===== config.mk =====
export PLATFORM = sky130hd
export DESIGN_NAME = bcr_board_control
export DESIGN_NICKNAME = d
export VERILOG_FILES = /design/src/bcr_pkg.sv /design/src/bcr_board_control.sv /design/src/bcr_clk_out.sv /design/src/bcr_sync2.sv
export SDC_FILE = /design/constraint.sdc
export NUM_CORES = 1
export LEC_CHECK = 0
export BUFFER_PORTS_ARGS = -buffer_cell sky130_fd_sc_hd__clkbuf_2
export CORE_MARGIN = 2
export CORE_UTILIZATION = 30
export CTS_CLUSTER_DIAMETER = 80
export DETAILED_ROUTE_END_ITERATION = 8
export MAX_ROUTING_LAYER = met4
export PLACE_DENSITY = 0.53
export SYNTH_ARGS = -nofsm -noshare
export SYNTH_HDL_FRONTEND = slang
export SYNTH_SLANG_ARGS = --single-unit
export TNS_END_PERCENT = 100

===== constraint.sdc =====
create_clock -name clk_sys -period 5 [get_ports clk_sys]
set_input_delay 0 -clock clk_sys [delete_from_list [all_inputs] [get_ports clk_sys]]
set_output_delay 0 -clock clk_sys [all_outputs]
set_load 0.01 [all_outputs]

===== src/bcr_pkg.sv =====
// package with the board control register layout, reset values and types
package bcr_pkg;

  // ----------------------------------------------------------------
  // register location and width
  // ----------------------------------------------------------------
  localparam logic [7:0] BOARD_CONTROL_OFFSET = 8'h00;
  localparam int REG_WIDTH = 32;

  // ----------------------------------------------------------------
  // field positions
  // ----------------------------------------------------------------
  localparam int INPUT_MODE_LSB = 0;
  localparam int INPUT_SPAN_LSB = 2;
  localparam int OFFSET_BINARY_BIT = 4;
  localparam int INITIATOR_BIT = 5;
  localparam int SYNC_BIT = 6;
  localparam int CAL_BIT = 7;
  localparam int IRQ_SEL_LSB = 8;
  localparam int IRQ_REQ_BIT = 11;
  localparam int CAL_PASS_BIT = 12;
  localparam int CHAN_READY_BIT = 13;
  localparam int THRESH_BIT = 14;
  localparam int INIT_BIT = 15;
  localparam int UNSYNCED_BIT = 16;
  localparam int CLR_ON_SYNC_BIT = 17;
  localparam int CLK_OUT_SEL_BIT = 18;
  localparam int LOW_FILTER_BIT = 19;
  localparam int TTL_SYNC_BIT = 20;
  localparam int ARM_TRIG_BIT = 21;

  // ----------------------------------------------------------------
  // reset values and masks
  // ----------------------------------------------------------------
  localparam logic [31:0] RESET_STD = 32'h0000_383C;
  localparam logic [31:0] RESET_LOWPWR = 32'h0000_3838;
  localparam logic [31:0] WRITE_MASK = 32'h003F_8FFF;
  localparam logic [1:0] SPAN_10V = 2'h3;
  localparam logic [1:0] SPAN_5V = 2'h2;

  // ----------------------------------------------------------------
  // input mode codes and rate assignment codes
  // ----------------------------------------------------------------
  typedef enum logic [1:0] {
    BCR_MODE_DIFF = 2'h0,
    BCR_MODE_RSVD = 2'h1,
    BCR_MODE_ZERO = 2'h2,
    BCR_MODE_VREF = 2'h3
  } bcr_input_mode_t;

  localparam logic [3:0] RATE_SRC_EXT_A = 4'h4;
  localparam logic [3:0] RATE_SRC_EXT_DIRECT = 4'h5;

  // ----------------------------------------------------------------
  // carriers
  // ----------------------------------------------------------------
  typedef struct packed {
    logic [1:0] input_mode;
    logic [1:0] input_span;
    logic offset_binary;
    logic initiator;
    logic [2:0] irq_event_sel;
    logic unsynced_sampling;
    logic clear_on_sync;
    logic clock_out_source_sel;
    logic low_freq_filter;
    logic ttl_sync_io;
    logic arm_ext_trigger;
  } bcr_ctrl_t;

  typedef struct packed {
    logic sync_start;
    logic buffer_clear;
    logic ext_sync_out;
    logic cal_start;
    logic board_init;
  } bcr_pulse_t;

endpackage


===== src/bcr_board_control.sv =====
// board control register: mode fields, action bits and status reporting
`timescale 1ns/1ps
module bcr_board_control #(
  parameter bit LOW_POWER = 1'b0,
  parameter int DIV_WIDTH = 8
) (
  input wire logic clk_sys,
  input wire logic nrst,
  input wire logic reg_wr,
  input wire logic reg_rd,
  input wire logic [7:0] reg_addr,
  input wire logic [31:0] reg_wdata,
  output logic [31:0] reg_rdata,
  input wire logic irq_event,
  input wire logic cal_done,
  input wire logic cal_fail,
  input wire logic clocks_stable,
  input wire logic buf_above_thresh,
  input wire logic buf_full,
  input wire logic rate_a_tick,
  input wire logic group0_tick,
  input wire logic [3:0] group0_rate_src,
  input wire logic [DIV_WIDTH-1:0] group0_div,
  output bcr_pkg::bcr_ctrl_t ctrl,
  output bcr_pkg::bcr_pulse_t pulses,
  output logic irq_out,
  output logic ext_clk_out
);

  // ----------------------------------------------------------------
  // elaboration checks and reset values
  // ----------------------------------------------------------------
  initial begin
    if (DIV_WIDTH < 5) begin
      $error("bcr_board_control: DIV_WIDTH must hold divisors up to 25");
    end
  end

  localparam logic [31:0] RESET_VAL = LOW_POWER ? bcr_pkg::RESET_LOWPWR : bcr_pkg::RESET_STD;
  localparam bcr_pkg::bcr_ctrl_t RESET_CTRL = '{
    input_mode: RESET_VAL[bcr_pkg::INPUT_MODE_LSB +: 2],
    input_span: RESET_VAL[bcr_pkg::INPUT_SPAN_LSB +: 2],
    offset_binary: RESET_VAL[bcr_pkg::OFFSET_BINARY_BIT],
    initiator: RESET_VAL[bcr_pkg::INITIATOR_BIT],
    irq_event_sel: RESET_VAL[bcr_pkg::IRQ_SEL_LSB +: 3],
    unsynced_sampling: RESET_VAL[bcr_pkg::UNSYNCED_BIT],
    clear_on_sync: RESET_VAL[bcr_pkg::CLR_ON_SYNC_BIT],
    clock_out_source_sel: RESET_VAL[bcr_pkg::CLK_OUT_SEL_BIT],
    low_freq_filter: RESET_VAL[bcr_pkg::LOW_FILTER_BIT],
    ttl_sync_io: RESET_VAL[bcr_pkg::TTL_SYNC_BIT],
    arm_ext_trigger: RESET_VAL[bcr_pkg::ARM_TRIG_BIT]};

  // ----------------------------------------------------------------
  // synchronised status inputs
  // ----------------------------------------------------------------
  logic [5:0] status_raw;
  logic [5:0] status_sync;
  logic irq_event_s;
  logic cal_done_s;
  logic cal_fail_s;
  logic clocks_stable_s;
  logic above_thresh_s;
  logic buf_full_s;

  assign status_raw = {irq_event, cal_done, cal_fail, clocks_stable, buf_above_thresh, buf_full};

  bcr_sync2 #(
    .WIDTH(6)
  ) u_sync (
    .clk_sys(clk_sys),
    .nrst(nrst),
    .d(status_raw),
    .q(status_sync)
  );

  assign irq_event_s = status_sync[5];
  assign cal_done_s = status_sync[4];
  assign cal_fail_s = status_sync[3];
  assign clocks_stable_s = status_sync[2];
  assign above_thresh_s = status_sync[1];
  assign buf_full_s = status_sync[0];

  // ----------------------------------------------------------------
  // register state
  // ----------------------------------------------------------------
  bcr_pkg::bcr_ctrl_t ctrl_reg;
  bcr_pkg::bcr_ctrl_t ctrl_next;
  logic sync_reg;
  logic cal_reg;
  logic cal_next;
  logic cal_done_d_reg;
  logic cal_done_rise;
  logic init_reg;
  logic irq_req_reg;
  logic irq_req_next;
  logic cal_pass_reg;
  logic cal_pass_next;
  logic chan_ready_reg;
  logic chan_ready_next;
  logic thresh_reg;
  logic full_reg;
  logic [31:0] rdata_reg;
  bcr_pkg::bcr_pulse_t pulses_reg;
  bcr_pkg::bcr_pulse_t pulses_next;
  logic irq_out_reg;

  // ----------------------------------------------------------------
  // write decode
  // ----------------------------------------------------------------
  logic hit;
  logic wr_hit;
  logic wr_sync;
  logic wr_cal;
  logic wr_init;
  logic param_change;
  logic [31:0] wd;

  assign hit = (reg_addr == bcr_pkg::BOARD_CONTROL_OFFSET);
  assign wr_hit = reg_wr && hit;
  assign wd = reg_wdata & bcr_pkg::WRITE_MASK;
  assign wr_sync = wr_hit && wd[bcr_pkg::SYNC_BIT];
  assign wr_cal = wr_hit && wd[bcr_pkg::CAL_BIT] && !cal_reg;
  assign wr_init = wr_hit && wd[bcr_pkg::INIT_BIT];

  always_comb begin
    ctrl_next = ctrl_reg;
    if (wr_init) begin
      ctrl_next = RESET_CTRL;
    end else if (wr_hit) begin
      ctrl_next.input_mode = wd[bcr_pkg::INPUT_MODE_LSB +: 2];
      ctrl_next.input_span = wd[bcr_pkg::INPUT_SPAN_LSB +: 2];
      ctrl_next.offset_binary = wd[bcr_pkg::OFFSET_BINARY_BIT];
      ctrl_next.initiator = wd[bcr_pkg::INITIATOR_BIT];
      ctrl_next.irq_event_sel = wd[bcr_pkg::IRQ_SEL_LSB +: 3];
      ctrl_next.unsynced_sampling = wd[bcr_pkg::UNSYNCED_BIT];
      ctrl_next.clear_on_sync = wd[bcr_pkg::CLR_ON_SYNC_BIT];
      ctrl_next.clock_out_source_sel = wd[bcr_pkg::CLK_OUT_SEL_BIT];
      ctrl_next.low_freq_filter = wd[bcr_pkg::LOW_FILTER_BIT];
      ctrl_next.ttl_sync_io = wd[bcr_pkg::TTL_SYNC_BIT];
      ctrl_next.arm_ext_trigger = wd[bcr_pkg::ARM_TRIG_BIT];
    end
  end

  // channel parameters: anything that alters mode, span, filter, sampling or init
  assign param_change = wr_init || (wr_hit &&
    (ctrl_next.input_mode != ctrl_reg.input_mode ||
     ctrl_next.input_span != ctrl_reg.input_span ||
     ctrl_next.low_freq_filter != ctrl_reg.low_freq_filter ||
     ctrl_next.unsynced_sampling != ctrl_reg.unsynced_sampling));

  // ----------------------------------------------------------------
  // action bits and status flags
  // ----------------------------------------------------------------
  // completion is the rising edge: done stays high from the previous run
  assign cal_done_rise = cal_done_s && !cal_done_d_reg;
  assign cal_next = wr_cal ? 1'b1 : (cal_done_rise ? 1'b0 : cal_reg);
  assign cal_pass_next = wr_cal ? 1'b1 :
    ((cal_reg && cal_done_rise && cal_fail_s) ? 1'b0 : cal_pass_reg);
  assign chan_ready_next = param_change ? 1'b0 : (clocks_stable_s ? 1'b1 : chan_ready_reg);
  // set wins over the software clear
  assign irq_req_next = irq_event_s ? 1'b1 :
                        wr_init ? RESET_VAL[bcr_pkg::IRQ_REQ_BIT] :
                        (wr_hit && !reg_wdata[bcr_pkg::IRQ_REQ_BIT]) ? 1'b0 : irq_req_reg;

  assign pulses_next.sync_start = wr_sync && !ctrl_next.clear_on_sync;
  assign pulses_next.buffer_clear = wr_sync && ctrl_next.clear_on_sync;
  assign pulses_next.ext_sync_out = wr_sync && !ctrl_next.clear_on_sync && ctrl_next.initiator;
  assign pulses_next.cal_start = wr_cal;
  assign pulses_next.board_init = wr_init;

  always_ff @(posedge clk_sys or negedge nrst) begin
    if (!nrst) begin
      ctrl_reg <= RESET_CTRL;
      sync_reg <= 1'b0;
      cal_reg <= 1'b0;
      cal_done_d_reg <= 1'b0;
      init_reg <= 1'b0;
      irq_req_reg <= RESET_VAL[bcr_pkg::IRQ_REQ_BIT];
      cal_pass_reg <= 1'b1;
      chan_ready_reg <= 1'b1;
      thresh_reg <= 1'b0;
      full_reg <= 1'b0;
      pulses_reg <= '0;
      irq_out_reg <= RESET_VAL[bcr_pkg::IRQ_REQ_BIT];
    end else begin
      ctrl_reg <= ctrl_next;
      sync_reg <= wr_sync;
      cal_reg <= cal_next;
      cal_done_d_reg <= cal_done_s;
      init_reg <= wr_init;
      irq_req_reg <= irq_req_next;
      cal_pass_reg <= cal_pass_next;
      chan_ready_reg <= chan_ready_next;
      thresh_reg <= above_thresh_s;
      full_reg <= buf_full_s;
      pulses_reg <= pulses_next;
      irq_out_reg <= irq_req_next;
    end
  end

  // ----------------------------------------------------------------
  // read path
  // ----------------------------------------------------------------
  logic [31:0] reg_image;

  assign reg_image = {10'h000, ctrl_reg.arm_ext_trigger, ctrl_reg.ttl_sync_io,
    ctrl_reg.low_freq_filter, ctrl_reg.clock_out_source_sel, ctrl_reg.clear_on_sync,
    ctrl_reg.unsynced_sampling, init_reg, thresh_reg || full_reg, chan_ready_reg,
    cal_pass_reg, irq_req_reg, ctrl_reg.irq_event_sel, cal_reg, sync_reg,
    ctrl_reg.initiator, ctrl_reg.offset_binary, ctrl_reg.input_span,
    ctrl_reg.input_mode};

  always_ff @(posedge clk_sys or negedge nrst) begin
    if (!nrst) begin
      rdata_reg <= 32'h0000_0000;
    end else if (reg_rd) begin
      rdata_reg <= hit ? reg_image : 32'h0000_0000;
    end
  end

  assign reg_rdata = rdata_reg;
  assign ctrl = ctrl_reg;
  assign pulses = pulses_reg;
  assign irq_out = irq_out_reg;

  // ----------------------------------------------------------------
  // external clock output
  // ----------------------------------------------------------------
  logic group0_ext;

  assign group0_ext = (group0_rate_src == bcr_pkg::RATE_SRC_EXT_A) ||
                      (group0_rate_src == bcr_pkg::RATE_SRC_EXT_DIRECT);

  bcr_clk_out #(
    .DIV_WIDTH(DIV_WIDTH)
  ) u_clk_out (
    .clk_sys(clk_sys),
    .nrst(nrst),
    .initiator(ctrl_reg.initiator),
    .sel_rate_a(ctrl_reg.clock_out_source_sel),
    .group0_ext(group0_ext),
    .group0_div(group0_div),
    .rate_a_tick(rate_a_tick),
    .group0_tick(group0_tick),
    .ext_clk_out_reg(ext_clk_out)
  );
endmodule


===== src/bcr_clk_out.sv =====
// external clock output selector with group-zero divider
`timescale 1ns/1ps
module bcr_clk_out #(
  parameter int DIV_WIDTH = 8
) (
  input wire logic clk_sys,
  input wire logic nrst,
  input wire logic initiator,
  input wire logic sel_rate_a,
  input wire logic group0_ext,
  input wire logic [DIV_WIDTH-1:0] group0_div,
  input wire logic rate_a_tick,
  input wire logic group0_tick,
  output logic ext_clk_out_reg
);

  logic [DIV_WIDTH-1:0] cnt_reg;
  logic [DIV_WIDTH-1:0] cnt_next;
  logic div_tick;
  logic src_tick;

  initial begin
    if (DIV_WIDTH < 1) begin
      $error("bcr_clk_out: DIV_WIDTH must be at least 1");
    end
  end

  // divide rate-a ticks by the group-zero divisor (zero or one passes through)
  assign div_tick = rate_a_tick && (cnt_reg == '0);
  assign cnt_next = (!rate_a_tick) ? cnt_reg :
                    (cnt_reg == '0) ? ((group0_div > 1) ? group0_div - 1'b1 : '0) :
                    cnt_reg - 1'b1;
  assign src_tick = sel_rate_a ? rate_a_tick :
                    group0_ext ? div_tick : group0_tick;

  always_ff @(posedge clk_sys or negedge nrst) begin
    if (!nrst) begin
      cnt_reg <= '0;
      ext_clk_out_reg <= 1'b0;
    end else begin
      cnt_reg <= cnt_next;
      if (!initiator) begin
        ext_clk_out_reg <= 1'b0;
      end else if (src_tick) begin
        ext_clk_out_reg <= ~ext_clk_out_reg;
      end
    end
  end

endmodule


===== src/bcr_sync2.sv =====
// two-flip-flop synchroniser for asynchronous status inputs
`timescale 1ns/1ps
module bcr_sync2 #(
  parameter int WIDTH = 1
) (
  input wire logic clk_sys,
  input wire logic nrst,
  input wire logic [WIDTH-1:0] d,
  output logic [WIDTH-1:0] q
);

  logic [WIDTH-1:0] meta_reg;

  initial begin
    if (WIDTH < 1) begin
      $error("bcr_sync2: WIDTH must be at least 1");
    end
  end

  always_ff @(posedge clk_sys or negedge nrst) begin
    if (!nrst) begin
      meta_reg <= '0;
      q <= '0;
    end else begin
      meta_reg <= d;
      q <= meta_reg;
    end
  end

endmodule


; ---- Yosys cells after proc, flatten, opt, wreduce, memory -nomap -nowiden
; Index checks and enable logic that the tools add are counted.
; W data, S select, Z words.
[op_classes]
n_mul = 0
n_mux = 18
n_div = 0
n_addsub = 2
n_eq_ne = 7
n_bitwise = 1
n_reduce_logical = 31
shifts = 0
magnitude_cmp = 1
[ops]
columns = op, n
row1 = $mux W15, 2
row2 = $mux W22, 1
row3 = $logic_not A8 Y1, 2
row4 = $mux W8, 2
row5 = $sub A8 B1 Y8 const B, 2
row6 = $logic_and A1 B1 Y1, 14
row7 = $mux W1, 13
row8 = $eq A4 B3 Y1 const B, 2
row9 = $gt A8 B1 Y1 const B, 1
row10 = $reduce_bool A2 Y1, 4
row11 = $logic_or A1 B1 Y1, 6
row12 = $logic_not A1 Y1, 4
row13 = $ne A2 B2 Y1, 2
row14 = $reduce_bool A3 Y1, 1
row15 = $ne A1 B1 Y1, 2
row16 = $ne A2 B1 Y1 const B, 1
row17 = $not A1 Y1, 1
[word_totals]
inputBits = 64
memories = 0
ff_bits = 81
romBits = 0
ramBits = 0
wordCells = 89
latchBits = 0

; ---- Longest topological paths before layout
; Gate-level depths: netlist (run 1).
[logic_depth]
ltp_word = 11
depth_mapped = 6
ltp_nobuf = 6

; ---- By module
; Synthesis (run 1) repeated with hierarchy kept, for this count alone.
[unflattened]
cells_unflattened = 296
hier_area_um2 = 3218.1
[modules_own_cells]
columns = module, cells_per_inst, instances, area_each_um2, seq_area_each_um2
row1 = bcr_board_control, 208, 1, 2179.6, 1260.0
row2 = bcr_clk_out, 76, 1, 738.2, 225.2
row3 = bcr_sync2, 12, 1, 300.3, 300.3

; ---- Least setup slack after synthesis (run 1)
; Ideal clock, no wire load.
[synth_timing]
kind = reg2reg
from = register u_clk_out.cnt_reg[2]
to = register u_clk_out.cnt_reg[2]
t_arrival_ps = 1628
stages_incl_launch_ff = 5
path_slack_ps = 3282
n_path_buf = 0
path_cell_list = dfrtp_1 -> or4_4 -> nor2b_1 -> nand3_1 -> o221ai_1
[synth_via]
elab_chain_len = 2
word_cells_on_any_way = 3
classes_between = 1 x add/sub / 1 x mux / 1 x reduce/logical
[synth_rtl]
columns = item, line_no
row1 = start: declaration, bcr_clk_out.sv:17  ; logic [DIV_WIDTH-1:0] cnt_reg;
row2 = start signal: assignment, bcr_clk_out.sv:41  ; cnt_reg <= cnt_next;
row3 = $sub A8 B1 Y8 / $logic_not A8 Y1 (equally long branches), "bcr_clk_out.sv:32, bcr_clk_out.sv:31"
row4 = $mux W8 *, bcr_clk_out.sv:31  ; (cnt_reg == '0) ? ((group0_div > 1) ? group0_div - 1'b1 : '0) :
; Mark *: on every way between the ends. The rest lies on a longest branch, timed or not.
; A chain may end at the register's enable or synchronous reset.

; ---- Final worst setup path (run 1)
[layout_timing]
from = register u_clk_out.cnt_reg[0]
to = register u_clk_out.cnt_reg[2]
; The elaborated chain is that of the path after synthesis.

==> impl_metrics.py, run 1 <==
metrics = {
    "die": {
        "io_pins": 118,
        "start_util_pct": 30.9,
        "fp.coreArea_um2": 9820,
        "die_h_um": 105,
        "die_w_um": 105,
        "die-area_um2": 10900,
        "fp-row-count": 36,
    },
    "yosys": {
        "synth.top_cells.by_count": "dfrtp_1 (64), nand2_1 (56), o21ai_0 (46)",
        "async_flop_share_pct": 100,
        "synth_edf_count": 0,
        "ys_types": 35,
        "synth.cell_area_um2": 3040,
        "yosys.area.top_type": "dfrtp_1",
        "ys.flop_type": "dfrtp_1",
        "synth.most_common_cell": "dfrtp_1",
        "yosysSeqAreaShare_pct": 58.8,
        "synthTopCellsByArea": "dfrtp_1 (53%), o21ai_0 (7.6%), nand2_1 (6.9%)",
        "ys_seq_elements": 71,
        "synth_area_per_cell_um2": 10.1,
        "synth_top_area_share_pct": 52.8,
        "syn_inst": 302,
        "yosysWarnings": 0,
    },
    "finish": {
        "n_antenna_cell": 0,
        "fillers": 988,
        "drive_gt1_share_pct": 28.8,
        "largest_reg_flops": 22,
        "final_nets": 493,
        "syn_to_final_growth_pct": 35.8,
        "final_core_utilization_pct": 42.0,
    },
    "critical_path": {
        "worstSetupPathType": "reg -> reg",
        "path_max_fanout": 7,
        "cp_slowest_stage_delay_ps": 410,
        "cp-startpoint": "u_clk_out.cnt_reg[0]",
        "crit_path_cell_trace": "inv_1 > ha_1 > nor3b_1 > nor2b_1 > nand3_1 > o221ai_1",
        "cp_data_arrival_time_ps": 2370,
        "r2r_end": "u_clk_out.cnt_reg[2]",
        "cp_num_cells": 6,
        "cp.buffers_inverters": 1,
        "reg2reg_from": "u_clk_out.cnt_reg[0]",
        "reg2regPathDepth": 6,
        "cp_top_family": "simple AND/OR/NAND/NOR gates",
        "crit_path_top_delay_cell": "dfrtp_1",
        "cp.required_ps": 5260,
        "endpoint_kind": "register",
        "r2r_slack_ps": 2890,
        "startpoint_type": "register",
        "setup.worst_path.end": "u_clk_out.cnt_reg[2]",
    },
    "placed_design": {
        "port_buffers": 93,
        "pre_cts_slack_ps": 2950,
        "dpl.hpwl_um": 4950,
        "place.gp.congestion": 0.804,
    },
    "timing": {
        "timing.setup.tns_ps": 0,
        "setup_viol": 0,
        "timing.final.crit_period_ps": 2110,
        "fmax_mhz": 474,
        "clock_skew_ps": 4.83,
        "tightest_slew_ps": 982,
        "max-slew-margin-rel_pct": 34.6,
        "final-hold-violation-count": 0,
        "finalWorstSetupSlack_ps": 2890,
        "drv_slew": 0,
        "fin_crit_sh_pct": 42.2,
        "rsz0062_at_grt": "no",
    },
    "route": {
        "vias": 2438,
        "drc_errors": 0,
        "viasPerCell": 4.33,
        "drtPass1Iterations": 4,
        "detail-route-antenna-nets": 0,
        "drt_iter0_drc": 113,
        "routed_wl_um": 7330,
        "wire_per_inst_um": 13.0,
    },
    "global_route": {
        "met1_usage_pct": 19.2,
        "use_met3_pct": 3.56,
        "grt_max_degree": 72,
        "grt_remaining_overflow": 0,
        "grt_pass1_vias": 2482,
        "grt_util_met2_pct": 23.3,
        "busiest_layer": "met2",
        "antenna_found_initial": 0,
        "grt_usage_pct": 15.0,
        "grt_pass1_wl_um": 12500,
    },
    "power_and_ir_drop": {
        "power.density_nw_per_um2": 330,
        "p_leak_nw": 1.98,
        "vdd_ir_drop_max_v": 0.000164,
    },
    "cts": {
        "clock_latency_ps": 340,
        "root_buffer": "clkbuf_8",
        "tritoncts": "done",
        "cts_resized": 0,
        "post_cts_buffers": 0,
        "numCtsBuffers": 9,
        "clk_pin_slew_worst_paths_ps": 80,
        "htree_num_levels": 3,
        "clock_sinks": 71,
        "cts_buffer_depth": 2,
    },
    "run": {
        "drv_cap": 0,
    },
    "min_path": {
        "hold_class": "in -> reg",
    },
    "outcome": {
        "status": "complete, no violations",
    },
}
-- cells by family after synthesis --
group / share of synthesized area (%)
flip-flops: 58.8
adder cells (fa/ha/maj): 1.65
multiplexers: 1.69
XOR/XNOR: 3.46
other: 0.124
AND/OR/NAND/NOR: 15.9
AO/OA/AOI/OAI: 10.2
buffers and inverters: 8.16
-- final cells by class --
cell class	instances	area, um2	share of cell area [%]
flip-flops and latches	71	1790	43.3
multi-input cells	187	1040	25.1
repair buffers	125	786	19.1
well taps	133	166	4.04
clock buffers	10	138	3.34
inverters	31	116	2.82
clock inverters	6	93.8	2.28
-- per-layer routing --
metal,part of all wire [%],vias up
li1,-,1217
met1,47,1154
met2,48,61
met3,4.0,6
met4,1.0,0
met5,0,-
-- cells in the final DEF (no fill, tap or decap), types with 4 or more instances in the layout --
master,netlist,layout
nor2_1,7,7
clkbuf_8,0,10
ha_1,4,4
nand2b_1,6,6
nor4_1,5,5
inv_1,31,31
xor2_1,4,4
clkbuf_2,0,92
conb_1,1,10
dfrtp_1,64,64
nor3b_1,4,4
dfstp_2,7,7
nand2_1,56,56
dlygate4sd3_1,0,31
xnor2_1,8,8
a21oi_1,4,4
o21ai_0,46,46
mux2i_1,4,4
-- report_power, final --
group | switching [mW] | leakage (nW) | internal [mW]
clock network | 0.229 | 0.113 | 0.297
registers | 0.0407 | 0.916 | 0.618
logic | 0.0888 | 0.952 | 0.0873
total | 0.359 | 1.98 | 1.00
-- worst min-delay path, stage by stage --
cell	delay, ps
clkbuf_2	120
xnor2_1	130
o211ai_1	70
-- timing repair --
| action | in CTS | in global routing |
|---|---|---|
| hold endpoints to repair | 96 | 0 |
| setup endpoints to repair | 0 | 0 |
| hold buffers | 31 | 0 |
-- worst min path at each step --
| stage | from | to | slack (ps) | cells after the start |
|---|---|---|---|---|
| global route | group0_div[6] | u_clk_out.cnt_reg[6] | 8 | 3 |
| floorplan | nrst | cal_done_d_reg | -300 | 0 |
| detailed placement | irq_event | u_sync.meta_reg[5] | 110 | 1 |
| global placement | irq_event | u_sync.meta_reg[5] | 110 | 1 |
| CTS | group0_div[6] | u_clk_out.cnt_reg[6] | 4 | 3 |
| finish | group0_div[6] | u_clk_out.cnt_reg[6] | 20 | 3 |
-- per-stage QoR --
stage / hold slack, ps / area [um2] / cells / power [mW]
6_report: 16.8 / 4120 / 563 / 1.36
3_3_place_gp: 109 / 3580 / 516 / 0.820
5_1_grt: 7.72 / 4120 / 563 / 1.44
3_5_place_dp: 110 / 3580 / 516 / 0.830
2_1_floorplan: -296 / 3070 / 311 / 0.765
4_1_cts: 4.35 / 4120 / 563 / 1.38
(Power assumes the default switching activity.)
==> run 2: changes to the inputs <==
==> constraint.sdc (replaced) <==
create_clock -name clk_sys -period 2.2 [get_ports clk_sys]
set_input_delay 0 -clock clk_sys [delete_from_list [all_inputs] [get_ports clk_sys]]
set_output_delay 0 -clock clk_sys [all_outputs]
set_load 0.01 [all_outputs]
==> impl_metrics.py, run 2 (synthesized netlist as in run 1, its figures left out) <==
metrics = {
    "cts": {
        "root_buffer": "clkbuf_8",
        "clk_pin_slew_worst_paths_ps": 80,
        "post_cts_buffers": 0,
        "clock_sinks": 71,
        "numCtsBuffers": 9,
        "htree_num_levels": 3,
        "cts_buffer_depth": 2,
        "clock_latency_ps": 340,
        "tritoncts": "done",
    },
    "die": {
        "die_h_um": 105,
        "fp.coreArea_um2": 9820,
        "die-area_um2": 10900,
        "start_util_pct": 30.9,
        "die_w_um": 105,
        "io_pins": 118,
        "fp-row-count": 36,
    },
    "critical_path": {
        "r2r_end": "u_clk_out.cnt_reg[0]",
        "path_max_fanout": 7,
        "reg2reg_from": "u_clk_out.cnt_reg[0]",
        "crit_path_cell_trace": "inv_1 > ha_1 > nor3b_1 > nor2b_2 > nand3_1 > o221ai_1",
        "startpoint_type": "register",
        "cp_num_cells": 6,
        "cp_slowest_stage_delay_ps": 410,
        "worstSetupPathType": "reg -> reg",
        "cp.required_ps": 2460,
        "cp.buffers_inverters": 1,
        "endpoint_kind": "register",
        "cp_data_arrival_time_ps": 2170,
        "reg2regPathDepth": 6,
        "cp-startpoint": "u_clk_out.cnt_reg[0]",
        "r2r_slack_ps": 290,
        "crit_path_top_delay_cell": "dfrtp_1",
        "cp_top_family": "simple AND/OR/NAND/NOR gates",
    },
    "power_and_ir_drop": {
        "vdd_ir_drop_max_v": 0.000302,
        "power.density_nw_per_um2": 741,
        "power_mw": 3.07,
        "p_leak_nw": 2.00,
    },
    "route": {
        "drt_iter0_drc": 85,
        "detail-route-antenna-nets": 0,
        "drc_errors": 0,
        "wire_per_inst_um": 13.2,
        "routed_wl_um": 7460,
        "vias": 2453,
        "drtPass1Iterations": 4,
        "viasPerCell": 4.33,
    },
    "timing": {
        "timing.setup.tns_ps": 0,
        "drv_slew": 0,
        "clock_skew_ps": 4.79,
        "setup_viol": 0,
        "timing.final.crit_period_ps": 1910,
        "fmax_mhz": 523,
        "rsz0062_at_grt": "no",
        "fin_crit_sh_pct": 86.8,
        "final-hold-violation-count": 0,
        "finalWorstSetupSlack_ps": 290,
        "max-slew-margin-rel_pct": 39.7,
        "tightest_slew_ps": 904,
    },
    "min_path": {
        "whs_endpoint": "ctrl[12]",
        "whs_path_depth": 3,
        "hp-start": "reg_wdata[15]",
        "hold_class": "in -> reg",
    },
    "finish": {
        "drive_gt1_share_pct": 29.3,
        "syn_to_final_growth_pct": 36.6,
        "largest_reg_flops": 22,
        "final_nets": 497,
        "n_antenna_cell": 0,
        "fillers": 1020,
        "final_cell_mix": "clkbuf_2 (92), dfrtp_1 (64), nand2_1 (56)",
        "layout_commonest_cell": "clkbuf_2",
        "final_core_utilization_pct": 42.2,
    },
    "global_route": {
        "grt_usage_pct": 14.8,
        "grt_pass1_wl_um": 12300,
        "antenna_found_initial": 0,
        "grt_remaining_overflow": 0,
        "grt_pass1_vias": 2507,
        "grt_max_degree": 72,
    },
    "placed_design": {
        "place.gp.congestion": 0.780,
        "port_buffers": 93,
        "dpl.hpwl_um": 5040,
        "pre_cts_slack_ps": 252,
    },
    "outcome": {
        "status": "complete, no violations",
    },
    "run": {
        "drv_cap": 0,
    },
}
-- run 2: cell types whose count changed in the layout (fill, tap and decap cells not counted) --
cell           before  now
nor2b_2             0    1
dlygate4sd3_1      31   32
nor2b_1             3    2
clkbuf_8           10    9
clkbuf_1            0    1
buf_4               2    5
clkinv_4            3    4
clkinvlp_4          1    0
-- run 2: worst min-delay path, delay by kind of cell --
| family | cells | cell delay, ps |
|---|---|---|
| AO/OA/AOI/OAI | 1 | 110 |
| buffers and inverters | 1 | 170 |
| AND/OR/NAND/NOR | 1 | 60 |
-- run 2: cell type report --
type	count	area (um2)	share of cell area [%]
flip-flops and latches	71	1790	43.0
clock buffers	10	128	3.08
well taps	133	166	4.01
repair buffers	129	818	19.7
clock inverters	6	95.1	2.29
inverters	31	116	2.81
multi-input cells	187	1040	25.0
-- run 2: how the worst max path moves through the flow --
stage / end / slack [ps]
CTS: u_clk_out.cnt_reg[2] / 230
global placement: u_clk_out.cnt_reg[2] / 300
finish: u_clk_out.cnt_reg[0] / 290
detailed placement: u_clk_out.cnt_reg[2] / 250
floorplan: u_clk_out.cnt_reg[2] / 480
global route: u_clk_out.cnt_reg[2] / 60
-- run 2: power by group --
part / internal [mW] / switching, mW
Clock: 0.647 / 0.524
Combinational: 0.202 / 0.204
Sequential: 1.40 / 0.0896
-- run 2: routing by layer --
metal,global-route usage (%),vias to the layer above,share of wire (%)
li1,-,1221,-
met1,17.8,1157,46
met2,24.1,67,49
met3,3.62,8,3.8
met4,5.71,0,1.3
met5,-,-,0
-- run 2: repair_timing --
item                       4_1_cts  5_1_grt
gates resized for setup          0        1
setup endpoints to repair        0        1
hold buffers                    32        0
hold endpoints to repair        96        0
-- run 2: per-stage QoR --
stage	cells	instance area (um2)	hold WS [ps]
6_report	567	4150	22.0
5_1_grt	567	4150	14.7
4_1_cts	567	4150	7.75
3_5_place_dp	519	3600	110
3_3_place_gp	519	3600	108
2_1_floorplan	311	3070	-296
==> run 3: changes to the inputs <==
--- a/config.mk
+++ b/config.mk
@@ -7,11 +7,12 @@
 export LEC_CHECK = 0
 export BUFFER_PORTS_ARGS = -buffer_cell sky130_fd_sc_hd__clkbuf_2
 export CORE_MARGIN = 2
-export CORE_UTILIZATION = 30
+export CORE_UTILIZATION = 48
 export CTS_CLUSTER_DIAMETER = 80
 export DETAILED_ROUTE_END_ITERATION = 8
+export GPL_ROUTABILITY_DRIVEN = 0
 export MAX_ROUTING_LAYER = met4
-export PLACE_DENSITY = 0.53
+export PLACE_DENSITY = 0.78
 export SYNTH_ARGS = -nofsm -noshare
 export SYNTH_HDL_FRONTEND = slang
 export SYNTH_SLANG_ARGS = --single-unit
==> constraint.sdc (replaced) <==
create_clock -name clk_sys -period 2.2 [get_ports clk_sys]
set_input_delay 0.44 -clock clk_sys [delete_from_list [all_inputs] [get_ports clk_sys]]
set_output_delay 0.44 -clock clk_sys [all_outputs]
set_load 0.01 [all_outputs]
==> impl_metrics.py, run 3 (synthesized netlist as in run 1, its figures left out) <==
metrics = {
    "placed_design": {
        "dpl.hpwl_um": 4690,
        "pre_cts_slack_ps": 70.5,
        "port_buffers": 93,
    },
    "min_path": {
        "hold_class": "in -> async",
    },
    "die": {
        "io_pins": 118,
        "die-area_um2": 6980,
        "start_util_pct": 50.4,
        "die_h_um": 83.5,
        "fp-row-count": 28,
        "die_w_um": 83.5,
        "fp.coreArea_um2": 6030,
    },
    "timing": {
        "drv_slew": 0,
        "final-hold-violation-count": 0,
        "finalWorstSetupSlack_ps": 279,
        "fin_crit_sh_pct": 87.3,
        "fmax_mhz": 521,
        "rsz0062_at_grt": "no",
        "timing.setup.tns_ps": 0,
        "timing.final.crit_period_ps": 1920,
        "setup_viol": 0,
        "clock_skew_ps": 5.95,
    },
    "finish": {
        "final_cell_mix": "clkbuf_2 (92), dfrtp_1 (64), nand2_1 (56)",
        "n_antenna_cell": 0,
        "layout_commonest_cell": "clkbuf_2",
        "final_nets": 467,
        "largest_reg_flops": 22,
        "drive_gt1_share_pct": 31.9,
        "syn_to_final_growth_pct": 25.1,
    },
    "power_and_ir_drop": {
        "power.density_nw_per_um2": 814,
        "vdd_ir_drop_max_v": 0.000444,
        "p_leak_nw": 1.89,
    },
    "cts": {
        "clock_sinks": 71,
        "tritoncts": "done",
        "root_buffer": "clkbuf_8",
        "post_cts_buffers": 0,
        "cts_buffer_depth": 2,
        "htree_num_levels": 3,
        "numCtsBuffers": 9,
        "clock_latency_ps": 330,
        "clk_pin_slew_worst_paths_ps": 70,
    },
    "route": {
        "drt_iter0_drc": 85,
        "vias": 2343,
        "wire_per_inst_um": 13.4,
        "drtPass1Iterations": 4,
        "routed_wl_um": 6430,
        "detail-route-antenna-nets": 0,
        "drc_errors": 0,
        "viasPerCell": 4.89,
    },
    "critical_path": {
        "path_max_fanout": 7,
        "cp_slowest_stage_delay_ps": 570,
        "cp.required_ps": 2440,
        "startpoint_type": "register",
        "endpoint_kind": "register",
        "crit_path_top_delay_cell": "or4_4",
        "cp_data_arrival_time_ps": 2160,
        "worstSetupPathType": "reg -> reg",
        "crit_path_cell_trace": "or4_4 > nor2b_1 > nand3_1 > o21ai_0",
    },
    "global_route": {
        "grt_usage_pct": 20.2,
        "grt_remaining_overflow": 0,
        "grt_pass1_wl_um": 10800,
        "antenna_found_initial": 0,
        "grt_pass1_vias": 2337,
        "grt_max_degree": 72,
    },
    "outcome": {
        "status": "complete, no violations",
    },
    "run": {
        "drv_cap": 0,
    },
}
run 3: cell count changes in the layout (fill, tap and decap cells not counted), sizes merged:
cell,delta
bufinv,+1
buf,+2
clkinv,-2
dlygate4sd3,-32
inv,+1
run 3: per-stage QoR:
| step | util (%) | area [um2] | std cells | power, mW | hold slack, ps |
|---|---|---|---|---|---|
| after floorplan | - | 3070 | 311 | 1.74 | 144 |
| after global placement | 59.0 | 3550 | 463 | 1.86 | 332 |
| after detailed placement | 59.0 | 3550 | 463 | 1.89 | 336 |
| after CTS | 62.9 | 3790 | 479 | 3.12 | 121 |
| after global routing | 63.0 | 3800 | 479 | 3.26 | 128 |
| final | 63.0 | 3800 | 479 | 3.09 | 122 |
run 3: final timing paths:
kind	startpoint	depth (start not counted)	slack (ps)	end
worst min register to register	u_sync.q[0]	0	350	full_reg
min in group clk_sys	buf_above_thresh	1	210	u_sync.meta_reg[1]
worst min-delay path	nrst	2	120	reg_rdata[7]
worst max register to register	u_clk_out.cnt_reg[2]	4	280	u_clk_out.cnt_reg[5]
worst max-delay path	u_clk_out.cnt_reg[2]	4	280	u_clk_out.cnt_reg[5]
max in group asynchronous	nrst	2	1760	chan_ready_reg
run 3: timing repair:
action / CTS / global route
setup endpoints to repair: 0 / 7
resized for setup: 0 / 1
hold buffers: 0 / 0
run 3: power breakdown:
| part | leakage (nW) | internal [mW] | switching (mW) |
|---|---|---|---|
| combinational | 0.857 | 0.173 | 0.196 |
| clock | 0.121 | 0.754 | 0.467 |
| sequential | 0.916 | 1.41 | 0.0947 |
| total | 1.89 | 2.33 | 0.757 |
run 3: final cells by class:
cell class,instances,area [um2]
Multi-Input combinational cell,187,1040
Clock inverter,6,109
Tap cell,75,93.8
Timing Repair Buffer,99,523
Fill cell,530,2230
Sequential cell,71,1790
Clock buffer,10,128
Inverter,31,116
run 3: routing by layer:
layer | part of all wire [%] | vias to the layer above | routed length, um | track usage (%)
li1 | - | 1164 | - | -
met1 | 42 | 1108 | 2670 | 24.2
met2 | 52 | 64 | 3330 | 33.3
met3 | 5.1 | 7 | 331 | 4.85
met4 | 1.5 | 0 | 98 | 7.77
met5 | 0 | - | 0 | -
run 3: worst max-delay path: cells and delay by family, from the launching register on:
family	cells	cell delay [ps]
DFF	1	440
and+or+nand+nor	3	1130
AOI/OAI and AO/OA	1	260
